`config.mk`:
```
export PLATFORM = sky130hd
export DESIGN_NAME = reset_config_status_reg
export DESIGN_NICKNAME = d
export VERILOG_FILES = /design/src/hw/chip_cfg_pkg.sv /design/src/hw/cfg_capture.sv /design/src/hw/bus_line_router.sv /design/src/hw/reset_config_status_reg.sv
export SDC_FILE = /design/constraint.sdc
export NUM_CORES = 1
export LEC_CHECK = 0
export BUFFER_PORTS_ARGS = -buffer_cell sky130_fd_sc_hd__buf_2
export CAP_MARGIN = 25
export CELL_PAD_IN_SITES_DETAIL_PLACEMENT = 1
export CELL_PAD_IN_SITES_GLOBAL_PLACEMENT = 2
export CORE_ASPECT_RATIO = 0.6
export CORE_MARGIN = 8
export CORE_UTILIZATION = 22
export DETAILED_ROUTE_END_ITERATION = 7
export GPL_TIMING_DRIVEN = 1
export PLACE_DENSITY_LB_ADDON = 0.15
export SYNTH_ARGS = -nofsm -noshare
export SYNTH_HDL_FRONTEND = slang
export SYNTH_SLANG_ARGS = --single-unit
```
`constraint.sdc`:
```
create_clock -name hclk -period 1.67 [get_ports hclk]
set_input_delay 0.334 -clock hclk [delete_from_list [all_inputs] [get_ports hclk]]
set_output_delay 0.334 -clock hclk [all_outputs]
set_load 0.005 [all_outputs]
```
`src/hw/chip_cfg_pkg.sv`:
```
// Contract
// - Muxed mode puts address and data on shared lines
// - 360-pin non-muxed: address on 32 PCI lines
// - 256-pin non-muxed: address on low 24 PCI lines
// - 256-pin bus field decode, 011/111 reserved
// - Serial boot may yield unlisted bus encodings
// - Bit 4 reports PLL or limp clocking
// - PCI enabled: bit 3 reports host or agent
// - PCI disabled: bit 3 reports oscillator bypass
// - PCI enabled: one bit reports 33/66 slew
// - PCI multiplier codes give 12,6,16,8 times reference
// - Bits 15 to 10 always read zero
// - Bits 9 and 8 always read one
// - Low byte holds chosen reset configuration, default otherwise
// - Register is read-only, writes change nothing
package chip_cfg_pkg;

    // Register map
    localparam logic [31:0] CHIP_CFG_ADDR    = 32'hFC0A0004;
    localparam logic [15:0] CHIP_CFG_HI_BITS = 16'h0300;
    localparam logic [7:0]  DEFAULT_CFG_BYTE = 8'h46;

    // Field positions inside the low byte
    localparam int BUS_SEL_MSB = 7;
    localparam int BUS_SEL_LSB = 5;
    localparam int CLK_SRC_BIT = 4;
    localparam int ROLE_OSC_BIT = 3;
    localparam int SLEW_BIT    = 2;

    // Bus select encodings with PCI on the larger package
    localparam logic [2:0] BUS_PCI_16 = 3'h3;
    localparam logic [2:0] BUS_PCI_8  = 3'h7;

    // Boot mode pin encodings
    localparam logic [1:0] BOOT_DEFAULT = 2'h0;
    localparam logic [1:0] BOOT_RSVD    = 2'h1;
    localparam logic [1:0] BOOT_PINS    = 2'h2;
    localparam logic [1:0] BOOT_SERIAL  = 2'h3;

    // Cycles the pin synchronisers need before a capture is trusted
    localparam logic [1:0] SETTLE_CYCLES = 2'h2;

    // AHB transfer type codes
    localparam logic [1:0] HTRANS_NONSEQ = 2'h2;
    localparam logic [1:0] HTRANS_SEQ    = 2'h3;

    // Port size codes
    typedef enum logic [1:0] {
        PORT_32 = 2'h0,
        PORT_8  = 2'h1,
        PORT_16 = 2'h2,
        PORT_NA = 2'h3
    } port_size_t;

    // Decoded configuration as seen by the rest of the chip
    typedef struct packed {
        logic       valid;      // Capture finished
        logic       reserved;   // Bus select is not a listed encoding
        logic       muxed;      // Address and data share lines
        port_size_t port_size;
        logic       pci_enable;
        logic       pci_host;
        logic       osc_bypass;
        logic       limp;
        logic       slew_66;
        logic [4:0] vco_mult;   // VCO over reference clock
    } cfg_fields_t;

    // External bus request from the bus controller
    typedef struct packed {
        logic        addr_phase;
        logic        data_drive;
        logic [31:0] addr;
        logic [31:0] wdata;
    } ext_bus_t;

    // Line drive toward the pads
    typedef struct packed {
        logic [31:0] shared_out;
        logic [31:0] shared_oe;
        logic [31:0] pci_out;
        logic [31:0] pci_oe;
    } line_drive_t;

endpackage

```
`src/hw/cfg_capture.sv`:
```
`timescale 1ns/1ps
// Samples boot pins through synchronisers and latches the config byte
module cfg_capture (
    input  wire logic       hclk,
    input  wire logic       hresetn,
    input  wire logic [1:0] boot_mode_pins,
    input  wire logic [7:0] shared_addr_data_lines_in,
    input  wire logic       package_256_strap,
    input  wire logic       serial_cfg_valid,
    input  wire logic [7:0] serial_cfg,
    output logic            cfg_done,
    output logic            is_256,
    output logic [7:0]      cfg_byte
);

    // One-hot capture sequence
    typedef enum logic [2:0] {
        ST_SETTLE = 3'h1,
        ST_SERIAL = 3'h2,
        ST_DONE   = 3'h4
    } cap_state_t;

    typedef struct packed {
        logic [10:0] sync1;     // First stage, read only by sync2
        logic [10:0] sync2;
        cap_state_t  state;
        logic [1:0]  settle;
        logic        is_256;
        logic [7:0]  cfg_byte;
    } cap_t;

    cap_t cap_reg;              // Registered state
    cap_t cap_next;             // Next state

    logic [10:0] pins_raw;      // All asynchronous straps in one vector
    logic [1:0]  mode_s;        // Synchronised boot mode
    logic [7:0]  lines_s;       // Synchronised override byte

    assign pins_raw = {package_256_strap, boot_mode_pins, shared_addr_data_lines_in};
    assign mode_s   = cap_reg.sync2[9:8];
    assign lines_s  = cap_reg.sync2[7:0];

    // Capture sequence; once done only the synchronisers change until the next reset
    always_comb begin
        cap_next       = cap_reg;
        cap_next.sync1 = pins_raw;
        cap_next.sync2 = cap_reg.sync1;
        case (cap_reg.state)
            ST_SETTLE: begin
                if (cap_reg.settle != chip_cfg_pkg::SETTLE_CYCLES) begin
                    cap_next.settle = cap_reg.settle + 2'h1;
                end else begin
                    cap_next.is_256 = cap_reg.sync2[10];
                    case (mode_s)
                        chip_cfg_pkg::BOOT_PINS: begin
                            cap_next.cfg_byte = lines_s;
                            cap_next.state    = ST_DONE;
                        end
                        chip_cfg_pkg::BOOT_SERIAL: begin
                            cap_next.state = ST_SERIAL;
                        end
                        // Defaults, and the reserved code, keep defaults
                        default: begin
                            cap_next.cfg_byte = chip_cfg_pkg::DEFAULT_CFG_BYTE;
                            cap_next.state    = ST_DONE;
                        end
                    endcase
                end
            end
            ST_SERIAL: begin
                // Serial data is taken as loaded, even if unlisted
                if (serial_cfg_valid) begin
                    cap_next.cfg_byte = serial_cfg;
                    cap_next.state    = ST_DONE;
                end
            end
            ST_DONE: begin
                cap_next.state = ST_DONE;
            end
            default: begin
                cap_next.state = ST_SETTLE;
            end
        endcase
    end

    // Reset loads constants only; pins are read after release
    always_ff @(posedge hclk or negedge hresetn) begin
        if (!hresetn) begin
            cap_reg <= '{sync1: 11'h000, sync2: 11'h000, state: ST_SETTLE,
                         settle: 2'h0, is_256: 1'b0,
                         cfg_byte: chip_cfg_pkg::DEFAULT_CFG_BYTE};
        end else begin
            cap_reg <= cap_next;
        end
    end

    assign cfg_done = (cap_reg.state == ST_DONE);
    assign is_256   = cap_reg.is_256;
    assign cfg_byte = cap_reg.cfg_byte;

endmodule

```
`src/hw/bus_line_router.sv`:
```
`timescale 1ns/1ps
// Steers external bus address and data onto the pad lines
module bus_line_router (
    input  wire logic                      hclk,
    input  wire logic                      hresetn,
    input  wire logic                      cfg_done,
    input  wire logic                      is_256,
    input  wire logic                      muxed,
    input  wire chip_cfg_pkg::ext_bus_t    ext_bus,
    output chip_cfg_pkg::line_drive_t      lines
);

    typedef struct packed {
        chip_cfg_pkg::line_drive_t drive;
    } rt_t;

    rt_t rt_reg;                // Registered pad drive
    rt_t rt_next;               // Next pad drive

    logic [31:0] pci_mask;      // Smaller package has 24 address lines

    assign pci_mask = is_256 ? 32'h00FFFFFF : 32'hFFFFFFFF;

    // Nothing is driven until the configuration is known
    always_comb begin
        rt_next = '0;
        if (cfg_done) begin
            if (muxed) begin
                // Address phase then data phase on one set of lines
                if (ext_bus.addr_phase) begin
                    rt_next.drive.shared_out = ext_bus.addr;
                    rt_next.drive.shared_oe  = 32'hFFFFFFFF;
                end else if (ext_bus.data_drive) begin
                    rt_next.drive.shared_out = ext_bus.wdata;
                    rt_next.drive.shared_oe  = 32'hFFFFFFFF;
                end
            end else begin
                // Data alone on shared lines, address on PCI lines
                if (ext_bus.data_drive) begin
                    rt_next.drive.shared_out = ext_bus.wdata;
                    rt_next.drive.shared_oe  = 32'hFFFFFFFF;
                end
                if (ext_bus.addr_phase) begin
                    rt_next.drive.pci_out = ext_bus.addr & pci_mask;
                    rt_next.drive.pci_oe  = pci_mask;
                end
            end
        end
    end

    // Pads are driven from flops so they stay glitch free
    always_ff @(posedge hclk or negedge hresetn) begin
        if (!hresetn) begin
            rt_reg <= '0;
        end else begin
            rt_reg <= rt_next;
        end
    end

    assign lines = rt_reg.drive;

endmodule

```
`src/hw/reset_config_status_reg.sv`:
```
// Design decision made here: the AHB-Lite interface to the registers.
`timescale 1ns/1ps
// Reset-time chip configuration status, read over AHB-Lite
module reset_config_status_reg (
    input  wire logic                      hclk,
    input  wire logic                      hresetn,
    // AHB-Lite slave
    input  wire logic                      hsel,
    input  wire logic [31:0]               haddr,
    input  wire logic [1:0]                htrans,
    input  wire logic                      hwrite,
    input  wire logic [2:0]                hsize,
    input  wire logic                      hready,
    input  wire logic [31:0]               hwdata,
    output logic [31:0]                    hrdata,
    output logic                           hreadyout,
    output logic                           hresp,
    // Boot straps, outside this clock
    input  wire logic [1:0]                boot_mode_pins,
    input  wire logic [7:0]                shared_addr_data_lines_in,
    input  wire logic                      package_256_strap,
    // Serial boot loader, same clock
    input  wire logic                      serial_cfg_valid,
    input  wire logic [7:0]                serial_cfg,
    // External bus controller and pads
    input  wire chip_cfg_pkg::ext_bus_t    ext_bus,
    output chip_cfg_pkg::line_drive_t      lines,
    // Decoded configuration
    output chip_cfg_pkg::cfg_fields_t      cfg
);

    // All registered state of this level
    typedef struct packed {
        logic [31:0]               rdata;
        chip_cfg_pkg::cfg_fields_t fields;
    } top_t;

    top_t top_reg;              // Registered state
    top_t top_next;             // Next state

    logic        cfg_done;      // Capture has finished
    logic        is_256;        // Smaller package variant
    logic [7:0]  cfg_byte;      // Captured low byte
    logic [2:0]  bus_sel;       // Bus mux and port size select
    logic [15:0] status_word;   // Full register image
    logic        addr_valid;    // Address phase taken this cycle
    logic        hit;           // Address matches the register

    // Straps are captured in their own block
    cfg_capture u_capture (
        .hclk                      (hclk),
        .hresetn                   (hresetn),
        .boot_mode_pins            (boot_mode_pins),
        .shared_addr_data_lines_in (shared_addr_data_lines_in),
        .package_256_strap         (package_256_strap),
        .serial_cfg_valid          (serial_cfg_valid),
        .serial_cfg                (serial_cfg),
        .cfg_done                  (cfg_done),
        .is_256                    (is_256),
        .cfg_byte                  (cfg_byte)
    );

    // Pad steering follows the registered mux decision
    bus_line_router u_router (
        .hclk     (hclk),
        .hresetn  (hresetn),
        .cfg_done (top_reg.fields.valid),
        .is_256   (is_256),
        .muxed    (top_reg.fields.muxed),
        .ext_bus  (ext_bus),
        .lines    (lines)
    );

    assign bus_sel = cfg_byte[chip_cfg_pkg::BUS_SEL_MSB:chip_cfg_pkg::BUS_SEL_LSB];

    // Fixed upper byte around the captured low byte
    assign status_word = chip_cfg_pkg::CHIP_CFG_HI_BITS | {8'h00, cfg_byte};

    // A transfer is taken when selected, active and the bus is ready
    assign addr_valid = hsel && hready && (htrans == chip_cfg_pkg::HTRANS_NONSEQ ||
                                           htrans == chip_cfg_pkg::HTRANS_SEQ);
    assign hit = (haddr == chip_cfg_pkg::CHIP_CFG_ADDR);

    // Decode of the captured byte and the bus read path
    always_comb begin
        top_next = top_reg;
        top_next.fields.valid = cfg_done;
        top_next.fields.limp  = cfg_byte[chip_cfg_pkg::CLK_SRC_BIT];

        // PCI exists only on the larger package with the two PCI codes
        top_next.fields.pci_enable = !is_256 &&
            (bus_sel == chip_cfg_pkg::BUS_PCI_16 || bus_sel == chip_cfg_pkg::BUS_PCI_8);
        top_next.fields.reserved = is_256 &&
            (bus_sel == chip_cfg_pkg::BUS_PCI_16 || bus_sel == chip_cfg_pkg::BUS_PCI_8);

        // Upper select bit chooses muxed operation; both PCI codes are muxed too,
        // since the PCI pins then carry no external bus address
        top_next.fields.muxed = bus_sel[2] || top_next.fields.pci_enable;
        case (bus_sel[1:0])
            2'h0: top_next.fields.port_size = chip_cfg_pkg::PORT_32;
            2'h1: top_next.fields.port_size = chip_cfg_pkg::PORT_8;
            2'h2: top_next.fields.port_size = chip_cfg_pkg::PORT_16;
            // Code 3: PCI sizes on the larger package, reserved otherwise
            default: begin
                if (is_256) begin
                    top_next.fields.port_size = chip_cfg_pkg::PORT_NA;
                end else if (bus_sel[2]) begin
                    top_next.fields.port_size = chip_cfg_pkg::PORT_8;
                end else begin
                    top_next.fields.port_size = chip_cfg_pkg::PORT_16;
                end
            end
        endcase

        // Bit 3 and the multiplier change meaning with PCI
        if (top_next.fields.pci_enable) begin
            top_next.fields.pci_host   = cfg_byte[chip_cfg_pkg::ROLE_OSC_BIT];
            top_next.fields.osc_bypass = 1'b0;
            top_next.fields.slew_66    = cfg_byte[chip_cfg_pkg::SLEW_BIT];
            case (cfg_byte[1:0])
                2'h0: top_next.fields.vco_mult = 5'h0C;
                2'h1: top_next.fields.vco_mult = 5'h06;
                2'h2: top_next.fields.vco_mult = 5'h10;
                default: top_next.fields.vco_mult = 5'h08;
            endcase
        end else begin
            top_next.fields.pci_host   = 1'b0;
            top_next.fields.osc_bypass = cfg_byte[chip_cfg_pkg::ROLE_OSC_BIT];
            top_next.fields.slew_66    = 1'b0;
            // Three-bit multiplier for PCI-less configurations
            case (cfg_byte[2:0])
                3'h0: top_next.fields.vco_mult = 5'h14;
                3'h1: top_next.fields.vco_mult = 5'h0A;
                3'h2: top_next.fields.vco_mult = 5'h18;
                3'h3: top_next.fields.vco_mult = 5'h12;
                3'h4: top_next.fields.vco_mult = 5'h0C;
                3'h5: top_next.fields.vco_mult = 5'h06;
                3'h6: top_next.fields.vco_mult = 5'h10;
                default: top_next.fields.vco_mult = 5'h08;
            endcase
        end

        // Read data is loaded at the address phase and stands in the data phase;
        // writes are accepted with OKAY and discarded, so hwdata is never used
        if (addr_valid) begin
            if (hit && !hwrite) begin
                top_next.rdata = {16'h0000, status_word};
            end else begin
                top_next.rdata = 32'h00000000;
            end
        end
    end

    // Single register stage for all state at this level
    always_ff @(posedge hclk or negedge hresetn) begin
        if (!hresetn) begin
            top_reg <= '0;
        end else begin
            top_reg <= top_next;
        end
    end

    // Zero wait states; the only answer is OKAY
    assign hreadyout = 1'b1;
    assign hresp     = 1'b0;
    assign hrdata    = top_reg.rdata;
    assign cfg       = top_reg.fields;

endmodule

```
==> impl_summary.md <==
Outcome
The flow ran to the end, and the final reports show no timing, DRC or antenna violations.

Setup path
Along the worst path, the maximum fanout reaches 4. The worst endpoint data arrival time is 1900 ps. The origin of the critical flop-to-flop path is u_capture.cfg_byte[1].

The timing startpoint of the critical path is u_capture.cfg_byte[1]. STA classifies the critical path endpoint as a register. The launching element type of the critical path is a register. For the worst setup path, the data required time is 1950 ps.

The number of cell instances on the worst register-to-register path is 5. The start-to-end type of the worst setup path is reg -> reg.

Layout
In the final layout, the share of cells above drive strength 1 is 48.7%. The net total in the final layout is 899. The register with the most flip-flops in the layout has 67 of them. Once layout is complete, the utilization of the core stands at approximately 31%.

The area overhead of the layout relative to synthesis is 39.6%.

Drt
Summed over all nets, wire length on met3 after detailed routing comes to 1410 um. The detail route stage leaves a number of antenna-violating nets equal to 0. After detailed routing, the number of vias per cell comes to 3.88. The violation count after the first detailed-route iteration is 142. The total met2 wirelength after detailed routing is about 9000 um. The number of search-and-repair iterations in the first detailed-routing pass is 4. The highest routing layer actually used is met5. The wire length the detailed router placed on met1 is between 7000 and 8000 um.

The total detailed-routing wirelength is 18500 um. The total via count in the routed design is 4144. The final routed wire length divided by cell count is approximately 17 um. The number of remaining DRC errors is 0.

Floorplanning
The horizontal die dimension is around 220 um. The total area inside the core boundary comes to 24100 um2. The floorplan step defined a die boundary enclosing about 30000 um2. 337 I/O pins were placed. The floorplan has 44 rows. The chip height is 137 um.

The starting density of the core is 22.3%.

Global routing
The pin count of the biggest net entering global routing is 37. The first global-routing pass estimated ~28000 um of wire. The number of global-route vias before repair was around 4600.

Global routing used 12.1% of the available tracks across all layers. The number of antenna violations at the first check in global routing was 4. The leftover overflow at the end of global routing is 0.

Power
The net switching component of the power is between 1.5 and 2 mW. The combinational group share of total power is 8.1%. The internal power is 5.76 mW. The power per cell area is 987 nW/um2. Per report_power, the sequential group accounts for 43.3% of the total.

IR analysis of the VDD net gives a maximum drop of between 0.6 and 0.7 mV. The clock network fraction of total power is 48.5%. In this run the static leakage power is 3.94 nW. Net switching is 22.2% of the power.

Timing
The final hold slack is 30.1 ps. The share of the cycle needed by the critical path after routing is 96.8%. Subtracting the final worst setup slack from the clock period gives 1620 ps. On the final layout, the worst clock skew is about 6.4 ps. Setup repair after global routing could not meet its margin everywhere.

Based on the critical path, the design can be clocked at up to roughly 600 MHz. The number of max-slew violations in the final report is 0. The final-report hold violation count is 0. The sum of negative setup slack is 0 ps. Setup violations remaining at the end of the flow were counted as 0.

Clock network
The number of clock sinks seen by CTS is 126. The clock insertion delay at the later pin of the skew report is 420 ps. The number of buffers created by CTS is 17.

The depth of the CTS H-tree is 4. The longest clock path from root to sink contains 2 buffers. Clock-pin slew was measured on the worst setup and hold paths at 50 ps. The root buffer cell chosen for the clock tree is sky130_fd_sc_hd__clkbuf_16. TritonCTS built the clock tree.

Run
The tool flagged a number of max-cap violations equal to 0.

Hold path
The path category of the worst min-delay check is in -> reg. The startpoint of the lowest-slack hold path is package_256_strap. Counting instances, the worst hold path has a depth of 1.

Synth
The register bit total from synthesis is 126. Sequential elements use 58.8% of the synthesized area. The synthesis warning total is 0.

The number of flops mapped to enable cells by yosys is 0. Counting distinct cell types in the post-synthesis netlist gives 48. In the post-synthesis netlist, the biggest area contributors are sky130_fd_sc_hd__dfrtp_1, sky130_fd_sc_hd__buf_4, sky130_fd_sc_hd__nand2_1, sky130_fd_sc_hd__and2_1, sky130_fd_sc_hd__a21oi_1. The share of the synthesized area in the top cell type is a little under three fifths. After synthesis, the share of flip-flops with an asynchronous set or reset is 100%. Sorting the synthesized cells by how often they occur yields sky130_fd_sc_hd__dfrtp_1, sky130_fd_sc_hd__buf_4, sky130_fd_sc_hd__nand2_1, sky130_fd_sc_hd__a21oi_1, sky130_fd_sc_hd__and2_1. In the post-synthesis netlist, the cell with the most instances is sky130_fd_sc_hd__dfrtp_1.

The post-synthesis cell type with the largest combined area is sky130_fd_sc_hd__dfrtp_1. In the synthesized netlist, the number of instances is 486. Summing every instance area after synthesis gives 5370 um2. For this run, the leading register cell type out of synthesis is sky130_fd_sc_hd__dfrtp_1. A synthesized cell averages roughly 11 um2.

Placement
Routability-driven placement finished with a final weighted congestion of 0.746. The number of port buffers is 275. The half-perimeter wire length after placement is 14500 um.
timing repair:
| action | in CTS | in global routing |
|---|---|---|
| cloned | 0 | 0 |
| hold endpoints to repair | 35 | 0 |
| gates resized for setup | 7 | 12 |
| pin swaps | 2 | 2 |
| hold buffers | 3 | 0 |
| setup endpoints to repair | 38 | 34 |
| setup buffers | 1 | 1 |
layout by cell type (no fill, tap or decap), types with 4 or more instances in the layout:
| cell type | count |
|---|---|
| sky130_fd_sc_hd__o21ai_0 | 7 |
| sky130_fd_sc_hd__clkbuf_16 | 17 |
| sky130_fd_sc_hd__and2_1 | 35 |
| sky130_fd_sc_hd__ha_1 | 4 |
| sky130_fd_sc_hd__dfrtp_1 | 120 |
| sky130_fd_sc_hd__a22o_1 | 8 |
| sky130_fd_sc_hd__mux2_2 | 4 |
| sky130_fd_sc_hd__clkbuf_1 | 5 |
| sky130_fd_sc_hd__conb_1 | 25 |
| sky130_fd_sc_hd__buf_2 | 274 |
| sky130_fd_sc_hd__nor2_1 | 9 |
| sky130_fd_sc_hd__buf_4 | 18 |
| sky130_fd_sc_hd__nand2_1 | 80 |
| sky130_fd_sc_hd__inv_1 | 11 |
| sky130_fd_sc_hd__clkinv_2 | 4 |
| sky130_fd_sc_hd__a21oi_1 | 40 |
| sky130_fd_sc_hd__buf_12 | 8 |
| sky130_fd_sc_hd__nor3_1 | 5 |
| sky130_fd_sc_hd__mux2i_1 | 4 |
| sky130_fd_sc_hd__dfstp_2 | 4 |
routing by layer:
metal,global-route usage [%],vias up
met5,0,-
met4,4.24,6
met3,4.70,20
met2,19.5,140
met1,14.7,2013
li1,-,1965
power by group through the flow:
| stage | logic (mW) | clock network, mW | registers, mW |
|---|---|---|---|
| global placement | 0.610 | 0 | 3.26 |
| CTS | 0.623 | 3.73 | 3.21 |
| detailed placement | 0.615 | 0 | 3.26 |
| floorplan | 0.273 | 0 | 3.27 |
| global route | 0.679 | 3.85 | 3.22 |
| finish | 0.601 | 3.59 | 3.21 |
kinds of logic (layout without fill, tap and decap cells):
logic type	after synthesis	in the layout	synth area share [%]
muxes	10	10	2.00
other	2	27	0.140
AOI/OAI and AO/OA	67	67	7.36
and+or+nand+nor	154	154	14.8
buffers and inverters	117	351	14.6
xor gates and xnor gates	1	1	0.163
DFF	126	126	58.8
adders and majority gates	9	9	2.10
per-stage QoR:
step	setup slack [ps]	power, mW	instance area [um2]	instances
2_1_floorplan	12.1	3.55	5460	509
3_3_place_gp	31.2	3.87	6810	1028
3_5_place_dp	2.16	3.88	6810	1028
4_1_cts	4.97	7.56	7440	1064
5_1_grt	-24.4	7.75	7500	1066
6_report	53.1	7.40	7500	1067
critical path, cell delays in order (launching register included):
cell                       delay, ps
sky130_fd_sc_hd__dfstp_2         540
sky130_fd_sc_hd__inv_2            60
sky130_fd_sc_hd__ha_2            170
sky130_fd_sc_hd__or4_4           520
sky130_fd_sc_hd__o311ai_1         90
sky130_fd_sc_hd__o21ai_1         100
path summary, 6_finish.rpt:
| path | end | slack [ps] |
|---|---|---|
| worst max register to register | cfg[3] | 50 |
| worst min-delay path | u_capture.cap_next[24] | 30 |
| worst min register to register | u_capture.cap_reg[17] | 340 |
| worst max-delay path | cfg[3] | 50 |
| min in group asynchronous | u_capture.cap_reg[17] | 400 |
| max in group asynchronous | u_capture.cfg_byte[2] | 690 |
layout make-up:
type,instances,area (um2)
multi-input combinational,266,1580
timing repair buffer,306,1730
sequential,126,3160
antenna,2,5.00
tap,322,403
inverter,13,48.8
fill,2817,16600
clock buffer,25,485
clock inverter,7,87.6
No activity file was read; power rests on OpenSTA's default activity.
